File: src/dpsem_pkg.sv
// Purpose: constants for the host controller of a dual-port semaphore RAM
// Assumes: core_clk at 40 MHz; device pins treated as synchronous to core_clk
// Notes: How it works list below
// How it works
// - system keeps a single arbitrator, on the master chip of a cascade
// - host holds slave writes off until busy inputs have settled
// - host keeps write strobe low a hold time after busy releases
// - host delays slave write strobe by master's worst arbitration time
// - flags active low: write zero requests, write one releases
// - after requesting, host reads flag back to confirm ownership
package dpsem_pkg;
  localparam int CLK_MHZ      = 40;
  localparam int ARB_NS       = 30;   // master worst-case arbitration time
  localparam int HOLD_NS      = 20;   // write hold after busy release
  localparam int PULSE_NS     = 30;   // least write strobe width
  localparam int ACC_NS       = 45;   // read access time
  localparam int ARB_CYC   = (ARB_NS * CLK_MHZ + 999) / 1000;
  localparam int HOLD_CYC  = (HOLD_NS * CLK_MHZ + 999) / 1000;
  localparam int PULSE_CYC = (PULSE_NS * CLK_MHZ + 999) / 1000;
  localparam int ACC_CYC   = (ACC_NS * CLK_MHZ + 999) / 1000;
  localparam int CNT_W     = 4;
  localparam int IDX_W     = 3;
  localparam int DATA_W    = 16;
  localparam logic [1:0] OP_RELEASE = 2'h0;
  localparam logic [1:0] OP_REQUEST = 2'h1;
  localparam logic [1:0] OP_READ    = 2'h2;
  typedef enum logic [2:0] {
    DPSEM_IDLE   = 3'b000,
    DPSEM_SETUP  = 3'b001,
    DPSEM_STROBE = 3'b010,
    DPSEM_HOLD   = 3'b011,
    DPSEM_READ   = 3'b100,
    DPSEM_DONE   = 3'b101
  } dpsem_state_e;
endpackage : dpsem_pkg

File: src/dpsem_host.sv
// Purpose: one port's host controller driving semaphore cycles on the pins
// Assumes: device pins treated as synchronous to core_clk
// Notes: request = write zero then read back; release = write one
`timescale 1ns/1ps
module dpsem_host (
  input  wire logic                          core_clk,
  input  wire logic                          rstn,
  input  wire logic                          cmdValid,
  input  wire logic [1:0]                    cmdOp,
  input  wire logic [dpsem_pkg::IDX_W-1:0]   cmdIndex,
  input  wire logic                          busyIn_n,
  input  wire logic [dpsem_pkg::DATA_W-1:0]  ioIn,
  output logic                               cmdReady,
  output logic                               doneValid,
  output logic                               granted,
  output logic                               semaphore_select_n,
  output logic                               memSelect_n,
  output logic                               writeEnable_n,
  output logic                               outputEnable_n,
  output logic [dpsem_pkg::IDX_W-1:0]        flag_index_lines,
  output logic [dpsem_pkg::DATA_W-1:0]       ioOut,
  output logic                               ioOutEn
);
  dpsem_pkg::dpsem_state_e                state_reg, state_next;
  logic [dpsem_pkg::CNT_W-1:0]            cnt_reg, cnt_next;
  logic [1:0]                             op_reg, op_next;
  logic [dpsem_pkg::IDX_W-1:0]            idx_reg, idx_next;
  logic                                   sem_reg, sem_next;
  logic                                   we_reg, we_next;
  logic                                   oe_reg, oe_next;
  logic                                   dout_reg, dout_next;
  logic                                   done_reg, done_next;
  logic                                   gnt_reg, gnt_next;

  // every data bit carries the one flag; all zeros means our side holds it
  function automatic logic flagOwned(input logic [15:0] d);
    flagOwned = (d == 16'h0000);
  endfunction : flagOwned

  // sequencer: the strobe waits out arbitration, stretches past busy
  always_comb begin
    state_next = state_reg;
    cnt_next   = cnt_reg;
    op_next    = op_reg;
    idx_next   = idx_reg;
    sem_next   = sem_reg;
    we_next    = we_reg;
    oe_next    = oe_reg;
    dout_next  = dout_reg;
    done_next  = 1'b0;
    gnt_next   = gnt_reg;
    case (state_reg)
      // waiting for a command with both selects parked high
      dpsem_pkg::DPSEM_IDLE: begin
        sem_next = 1'b1;                // standby: both selects high
        if (cmdValid) begin
          op_next   = cmdOp;
          idx_next  = cmdIndex;         // only three index lines used
          dout_next = (cmdOp != dpsem_pkg::OP_REQUEST); // zero asks
          sem_next  = 1'b0;
          cnt_next  = 4'(dpsem_pkg::ARB_CYC);
          if (cmdOp == dpsem_pkg::OP_READ) begin
            oe_next    = 1'b0;
            cnt_next   = 4'(dpsem_pkg::ACC_CYC);
            state_next = dpsem_pkg::DPSEM_READ;
          end else begin
            state_next = dpsem_pkg::DPSEM_SETUP;
          end
        end
      end
      // address and data out, strobe held back so busy can settle
      dpsem_pkg::DPSEM_SETUP: begin
        if (cnt_reg <= 4'h1) begin
          we_next    = 1'b0;
          cnt_next   = 4'(dpsem_pkg::PULSE_CYC);
          state_next = dpsem_pkg::DPSEM_STROBE;
        end else begin
          cnt_next = cnt_reg - 4'h1;
        end
      end
      // strobe low; a busy seen here pushes the rising edge out
      dpsem_pkg::DPSEM_STROBE: begin
        if (!busyIn_n) begin            // one busy, from the master
          cnt_next = 4'(dpsem_pkg::HOLD_CYC); // restart hold while busy
        end else if (cnt_reg <= 4'h1) begin
          we_next    = 1'b1;
          cnt_next   = 4'(dpsem_pkg::ACC_CYC);
          state_next = dpsem_pkg::DPSEM_HOLD;
        end else begin
          cnt_next = cnt_reg - 4'h1;
        end
      end
      // select high for a cycle so the write ends before any read
      dpsem_pkg::DPSEM_HOLD: begin
        sem_next = 1'b1;
        if (op_reg == dpsem_pkg::OP_REQUEST) begin
          state_next = dpsem_pkg::DPSEM_READ; // read back to confirm
        end else begin
          gnt_next   = 1'b0;            // a release gives the token up
          state_next = dpsem_pkg::DPSEM_DONE;
        end
      end
      // semaphore select and output enable low for the access time, then take the replicated flag
      dpsem_pkg::DPSEM_READ: begin
        sem_next = 1'b0;
        oe_next  = 1'b0;                // device latches value on this edge
        if (!sem_reg && !oe_reg) begin
          if (cnt_reg <= 4'h1) begin
            gnt_next   = flagOwned(ioIn); // replicated flag
            oe_next    = 1'b1;          // release so next poll relatches
            sem_next   = 1'b1;
            state_next = dpsem_pkg::DPSEM_DONE;
          end else begin
            cnt_next = cnt_reg - 4'h1;
          end
        end else begin
          cnt_next = 4'(dpsem_pkg::ACC_CYC);
        end
      end
      // one cycle of done, then ready again
      dpsem_pkg::DPSEM_DONE: begin
        done_next  = 1'b1;
        state_next = dpsem_pkg::DPSEM_IDLE;
      end
      default: state_next = dpsem_pkg::DPSEM_IDLE;
    endcase
  end

  // state registers
  always_ff @(posedge core_clk or negedge rstn) begin
    if (!rstn) begin
      state_reg <= dpsem_pkg::DPSEM_IDLE;
      cnt_reg   <= 4'h0;
      op_reg    <= 2'h0;
      idx_reg   <= 3'h0;
      sem_reg   <= 1'b1;
      we_reg    <= 1'b1;
      oe_reg    <= 1'b1;
      dout_reg  <= 1'b1;
      done_reg  <= 1'b0;
      gnt_reg   <= 1'b0;
    end else begin
      state_reg <= state_next;
      cnt_reg   <= cnt_next;
      op_reg    <= op_next;
      idx_reg   <= idx_next;
      sem_reg   <= sem_next;
      we_reg    <= we_next;
      oe_reg    <= oe_next;
      dout_reg  <= dout_next;
      done_reg  <= done_next;
      gnt_reg   <= gnt_next;
    end
  end

  // ready and drive look one state ahead so both leave flip-flops on time
  logic                                   cmdReady_next, ioOutEn_next;
  always_comb begin
    cmdReady_next = (state_next == dpsem_pkg::DPSEM_IDLE);
    ioOutEn_next  = (state_next == dpsem_pkg::DPSEM_SETUP) ||
                    (state_next == dpsem_pkg::DPSEM_STROBE);
  end

  // pins; memory select stays high, semaphores need no RAM access
  always_ff @(posedge core_clk or negedge rstn) begin
    if (!rstn) begin
      cmdReady <= 1'b0;
      ioOutEn  <= 1'b0;
    end else begin
      cmdReady <= cmdReady_next;
      ioOutEn  <= ioOutEn_next;
    end
  end
  // outputs other than memSelect_n come straight from the registers above
  assign memSelect_n        = 1'b1;
  assign semaphore_select_n = sem_reg;
  assign writeEnable_n      = we_reg;
  assign outputEnable_n     = oe_reg;
  assign flag_index_lines   = idx_reg;
  assign ioOut              = {15'h0000, dout_reg}; // flag_data_bit only
  assign doneValid          = done_reg;
  assign granted            = gnt_reg;

  // strobe never falls before arbitration time has passed
  a_strobe_after_arb: assert property (
    @(posedge core_clk) disable iff (!rstn)
    $fell(we_reg) |-> $past(state_reg) == dpsem_pkg::DPSEM_SETUP)
    else $error("write strobe started without arbitration wait");
  // strobe stays low for as long as busy is asserted
  a_hold_after_busy: assert property (
    @(posedge core_clk) disable iff (!rstn)
    (!we_reg && !busyIn_n) |=> !we_reg)
    else $error("write strobe released while busy");
  // a request is always read back before it is reported
  a_request_reads: assert property (
    @(posedge core_clk) disable iff (!rstn)
    (state_reg == dpsem_pkg::DPSEM_HOLD &&
     op_reg == dpsem_pkg::OP_REQUEST) |=> state_reg == dpsem_pkg::DPSEM_READ)
    else $error("request not followed by read-back");
  // both selects parked high whenever no command runs
  a_standby_idle: assert property (
    @(posedge core_clk) disable iff (!rstn)
    (state_reg == dpsem_pkg::DPSEM_IDLE) |-> sem_reg && memSelect_n)
    else $error("selects active while idle");
  // a request strobes a zero onto the flag data bit
  a_request_zero: assert property (
    @(posedge core_clk) disable iff (!rstn)
    (!we_reg && op_reg == dpsem_pkg::OP_REQUEST) |-> !dout_reg)
    else $error("request did not write zero");
  // data bit is on the pins for as long as the strobe is low
  a_drive_with_strobe: assert property (
    @(posedge core_clk) disable iff (!rstn)
    !we_reg |-> ioOutEn)
    else $error("write strobe low without data driven");
  // the read-back never overlaps a write strobe
  a_read_no_write: assert property (
    @(posedge core_clk) disable iff (!rstn)
    !oe_reg |-> we_reg)
    else $error("write strobe low during a read");
  // index lines stay put while the select stays low, so busy can settle
  a_index_steady: assert property (
    @(posedge core_clk) disable iff (!rstn)
    (!sem_reg && !$past(sem_reg)) |-> $stable(idx_reg))
    else $error("flag index changed inside a cycle");
endmodule : dpsem_host

File: config.mk
export PLATFORM = sky130hd
export DESIGN_NAME = dpsem_host
export DESIGN_NICKNAME = d
export VERILOG_FILES = /design/src/dpsem_pkg.sv /design/src/dpsem_host.sv
export SDC_FILE = /design/constraint.sdc
export NUM_CORES = 1
export LEC_CHECK = 0
export BUFFER_PORTS_ARGS = -buffer_cell sky130_fd_sc_hd__buf_2
export CAP_MARGIN = 20
export CORE_MARGIN = 3
export CORE_UTILIZATION = 51
export DETAILED_ROUTE_END_ITERATION = 10
export PLACE_DENSITY = 0.84
export SLEW_MARGIN = 40
export SYNTH_ARGS = -nofsm -noshare
export SYNTH_HDL_FRONTEND = slang
export SYNTH_SLANG_ARGS = --single-unit
File: constraint.sdc
create_clock -name core_clk -period 4.2 [get_ports core_clk]
set_input_delay 0 -clock core_clk [delete_from_list [all_inputs] [get_ports core_clk]]
set_output_delay 0 -clock core_clk [all_outputs]
set_load 0.005 [all_outputs]
# Word level (Yosys, flattened, before mapping)
# Cells that the tools add are included.
# classes
add_sub_neg	1
n_mul	0
n_div	0
order_cmp	1
n_eq_ne	19
shift	0
muxes	31
bitwise_logic	0
reduce_logical	17
# ops
cell	n
$mux 3	7
$mux 4	5
$logic_not 16->1	1
$ne 2x2->1 const B	8
$pmux 4 s4	1
$pmux 3 s5	1
$mux 1	13
$eq 3x2->1 const B	3
$reduce_and 4->1	2
$eq 3x1->1 const B	2
$eq 3x3->1 const B	2
$logic_not 3->1	2
$pmux 1 s2	3
$reduce_and 3->1	2
$reduce_bool 2->1	3
$le 4x1->1 const B	1
$reduce_bool 4->1	1
$sub 4x1->4 const B	1
$ne 3x3->1 const B	1
$pmux 1 s3	1
$reduce_bool 3->1	1
$eq 2x1->1 const B	1
$eq 2x2->1 const B	1
$logic_not 1->1	2
4 further kinds	4
# word_totals
reg_bits	20
latch_bits	0
ram_bits	0
rom_bits	0
input_bits	25
wordCells	81
mem_count	0

# Longest topological paths before layout
# logic_depth
depth_word	6
mapped_depth	7
mapped_depth_nobuf	7

# Least setup slack after synthesis
# Ideal clock, no wire load.
# synth_timing
path_type	reg-to-reg
from	register cnt_reg[0] in the netlist's numbering
to	register cnt_reg[3] in the netlist's numbering
arrival_time_ps	1697
slack_ps	2382
path_stages_with_launch	8
path_buffers	0
synth_period_minus_slack_ps	1818
path_cell_list	dfrtp_1 > inv_1 > ha_1 > or2_2 > a31oi_1 > a21oi_1 > o21bai_1 > a22o_1
# synth_between
elab_chain_cells	4
word_cells_on_any_way	9
classes_between	add/sub: 1; order compare: 1; eq/ne: 1; mux: 5; reduce/logical: 1
# synth_rtl
item	line_no	source
start, declared	dpsem_host.sv:25	logic [dpsem_pkg::CNT_W-1:0] cnt_reg, cnt_next;
start signal, assigned	dpsem_host.sv:144	cnt_reg <= cnt_next;
$sub 4x1->4 / $le 4x1->1 (equally long branches)	-	
$mux 4 (on tied branches)	dpsem_host.sv:108, dpsem_host.sv:73, dpsem_host.sv:85	
$mux 4 (on tied branches)	dpsem_host.sv:107, dpsem_host.sv:83	
$pmux 4 s4	dpsem_host.sv:52	case (state_reg)
# Parallel ways exist; a longest one is shown, timed or not. The select of a mux whose other input is x is not followed.
# A chain may end at the register's enable or synchronous reset.

# Final worst setup path
# layout_timing
from	register state_reg[1]
to	register dout_reg
# layout_between
elab_chain_cells	2
# layout_rtl
item	line_no	source
start, declared	dpsem_host.sv:24	dpsem_pkg::dpsem_state_e state_reg, state_next;
start signal, assigned	dpsem_host.sv:132	state_reg <= dpsem_pkg::DPSEM_IDLE;
start signal, assigned	dpsem_host.sv:143	state_reg <= state_next;
$logic_not 3->1	dpsem_host.sv:52	
$reduce_and 2->1 (no source line)	-	
end signal, assigned	dpsem_host.sv:150	dout_reg <= dout_next;
end, declared	dpsem_host.sv:31	logic dout_reg, dout_next;
# Every way passes these cells.

==> results.py <==
metrics = {
    "setup_path": {
        "worst-path-max-fanout": 14,
        "rr_worst_depth": 5,
        "cp_num_cells": 5,
        "cp_data_required_time_ps": 4450,
        "path_cells": "or2_1 -> nor3_2 -> nor2_1 -> a31oi_1 -> dlygate4sd3_1",
        "cp.arrival_ps": 2530,
        "path_buf_inv": 1,
        "critPathLaunchType": "flop",
        "critPathKind": "flop to flop",
        "critPathSlowestCell": "dlygate4sd3_1",
        "critPathTopFamily": "simple AND/OR/NAND/NOR gates",
        "crit_path_max_incr_delay_ps": 580,
        "endpoint_kind": "flop",
    },
    "placement": {
        "placedCellCount": 196,
        "portBuffers": 35,
        "place_congestion": 0.981,
        "dp_hpwl_um": 2160,
    },
    "power": {
        "powerDensity_nw_per_um2": 703,
        "ir_drop_mv": 0.371,
        "p_leak_nw": 0.722,
    },
    "timing": {
        "finalClockSkew_ps": 1.95,
        "setup_viol": 0,
        "slew_viol_final": 0,
        "slew_headroom_pct": 56.5,
        "hold_violations": 0,
        "post-route-period-util_pct": 54.3,
        "tightest_slew_ps": 653,
        "grt_setup_unrepaired": "no",
        "setup_tns_ps": 0,
        "max_freq_mhz": 439,
        "fin_crit_ps": 2280,
    },
    "finish": {
        "largest_reg_flops": 4,
        "syn2layout_area_growth_pct": 16.4,
        "diodes": 0,
        "drive_gt1_share_pct": 30.2,
        "nNetsFinal": 207,
        "fin_cells": 207,
        "num-fill-cells": 188,
        "regArea_um2": 505,
        "multi_input_area_um2": 672,
    },
    "synth": {
        "avgSynthCellArea_um2": 9.18,
        "ys_ff_latch": 20,
        "ys_types": 42,
        "netlist_instances": 141,
        "yosys_warnings": 0,
        "synthesis.area_um2": 1290,
        "ys_seq_area_share_pct": 39.1,
    },
    "routing": {
        "via_count": 1148,
        "first_pass_iters": 6,
        "drt-total-wl_um": 2940,
        "drt_iter0_markers": 45,
        "viasPerCell": 5.55,
        "wl_per_cell_um": 14.2,
        "route.detailed.drc": 0,
        "ant_nets": 0,
    },
    "cts": {
        "postCtsSetupRepairBufs": 0,
        "cts_buffers": 3,
        "path_clk_slew_ps": 110,
        "htreeDepth": 1,
        "tritoncts": "built",
        "clk_latency_ps": 300,
        "cts_resized": 0,
        "clkSinkCount": 20,
        "cts_hold_buf": 7,
        "cts_root_buf": "clkbuf_4",
        "clk_path_buf_depth": 2,
    },
    "grt": {
        "grt_pass1_wl_um": 4770,
        "grt_max_degree": 25,
        "first_global_vias": 1058,
        "track_usage_pct": 19.1,
        "overflow": 0,
        "antenna_found_initial": 0,
    },
    "die": {
        "die_area_um2": 3180,
        "ios": 52,
        "die_h_um": 56.4,
        "rows": 17,
        "fp.dieW_um": 56.4,
        "core-area_um2": 2320,
        "start_util_pct": 55.8,
    },
    "job": {
        "drv_cap": 0,
    },
    "outcome": {
        "status": "completed",
    },
    "min_path": {
        "worstHoldPathCells": 4,
        "hp-class": "primary input to flop",
    },
}
## per-layer routing
metal / global-route usage (%) / up-vias / wire (um)
met5: 0 / - / 0
met4: 7.12 / 0 / 64
met3: 3.68 / 10 / 315
met2: 32.2 / 77 / 1360
met1: 24.2 / 514 / 1200
li1: - / 547 / -
## report_power, final
part	internal [mW]	switching, mW
registers	0.291	0.110
logic	0.258	0.302
clock network	0.0371	0.0613
## cells in the mapped netlist, drive strengths merged
master | n | area, um2
o21bai | 2 | 15.0
a32oi | 1 | 8.76
a211oi | 2 | 15.0
or4b | 1 | 13.8
dfrtp | 16 | 400
ha | 2 | 25.0
a31oi | 2 | 12.5
o211ai | 1 | 7.51
nand4 | 1 | 6.26
nor2b | 3 | 18.8
or2 | 4 | 25.0
and2 | 2 | 12.5
a22o | 4 | 35.0
nor3b | 2 | 15.0
nand2 | 7 | 26.3
a21oi | 9 | 45.0
mux2 | 5 | 56.3
or4 | 1 | 7.51
conb | 2 | 7.51
o41ai | 1 | 8.76
o31ai | 1 | 7.51
and3 | 1 | 6.26
buf | 17 | 128
a21o | 1 | 7.51
a211o | 1 | 10.0
a2111oi | 2 | 36.3
nor4 | 3 | 18.8
dfstp | 4 | 105
o21ai | 4 | 20.0
inv | 6 | 22.5
nor2 | 13 | 48.8
clkbuf | 5 | 18.8
nand3 | 1 | 5.00
nor4b | 1 | 8.76
nand2b | 4 | 25.0
nand3b | 1 | 7.51
a22oi | 1 | 7.51
nor3 | 6 | 40.0
o32ai | 1 | 8.76
## final cells by class
cell class / instances / share of cell area [%]
repair buffers: 42 / 16.3
multi-input cells: 107 / 44.6
well taps: 28 / 2.33
inverters: 6 / 1.50
clock buffers: 4 / 1.74
flip-flops and latches: 20 / 33.6
## worst paths after layout
path	from	end	slack, ps
setup / recovery	state_reg[1]$_DFF_PN0_	dout_reg$_DFFE_PN1P_	1920
hold / removal	cmdValid	semaphore_select_n$_DFFE_PN1P_	100
setup reg to reg	state_reg[1]$_DFF_PN0_	dout_reg$_DFFE_PN1P_	1920
hold reg to reg	flag_index_lines[1]$_DFFE_PN0P_	flag_index_lines[1]$_DFFE_PN0P_	520
max in group asynchronous	rstn	writeEnable_n$_DFFE_PN1P_	3700
min in group asynchronous	rstn	cmdReady$_DFF_PN0_	160
## through the flow
stage	power, mW	instance area (um2)	hold slack [ps]	utilization, %	setup slack, ps
floorplan	0.802	1350	-296	-	2380
global placement	0.924	1410	-33.6	60.8	2110
detailed placement	0.936	1410	-26.7	60.8	2030
CTS	1.05	1510	93.2	65.0	1980
global route	1.14	1510	125	65.0	1750
finish	1.06	1510	97.3	65.0	1920
## layout by cell type (no fill, tap or decap), types with 4 or more instances in the layout
cell | synthesis | layout
nor3_1 | 4 | 4
nand2_1 | 7 | 7
a21oi_1 | 9 | 9
conb_1 | 2 | 16
o21ai_0 | 4 | 4
nor2_1 | 13 | 13
mux2_2 | 5 | 5
dfrtp_1 | 16 | 16
buf_2 | 0 | 35
inv_1 | 6 | 6
a22o_1 | 4 | 4
nand2b_1 | 4 | 4
dlygate4sd3_1 | 0 | 7
dfstp_2 | 4 | 4
## cells by family (layout without fill, tap and decap cells)
family                     after synthesis  after routing  synth area share, %
adders and majority gates                2              2                 1.93
buffers and inverters                   28             52                 13.1
AOI/OAI and AO/OA                       33             33                 19.0
other                                    2             16                0.580
muxes                                    5              5                 4.35
DFF                                     20             20                 39.1
and+or+nand+nor                         51             51                 22.1
## tightest hold or removal path, stage by stage
cell and delay, ps:
buf_2 90, nor2_1 40, a31oi_1 180, o211ai_1 100
Power figures use the tool's default switching activity.
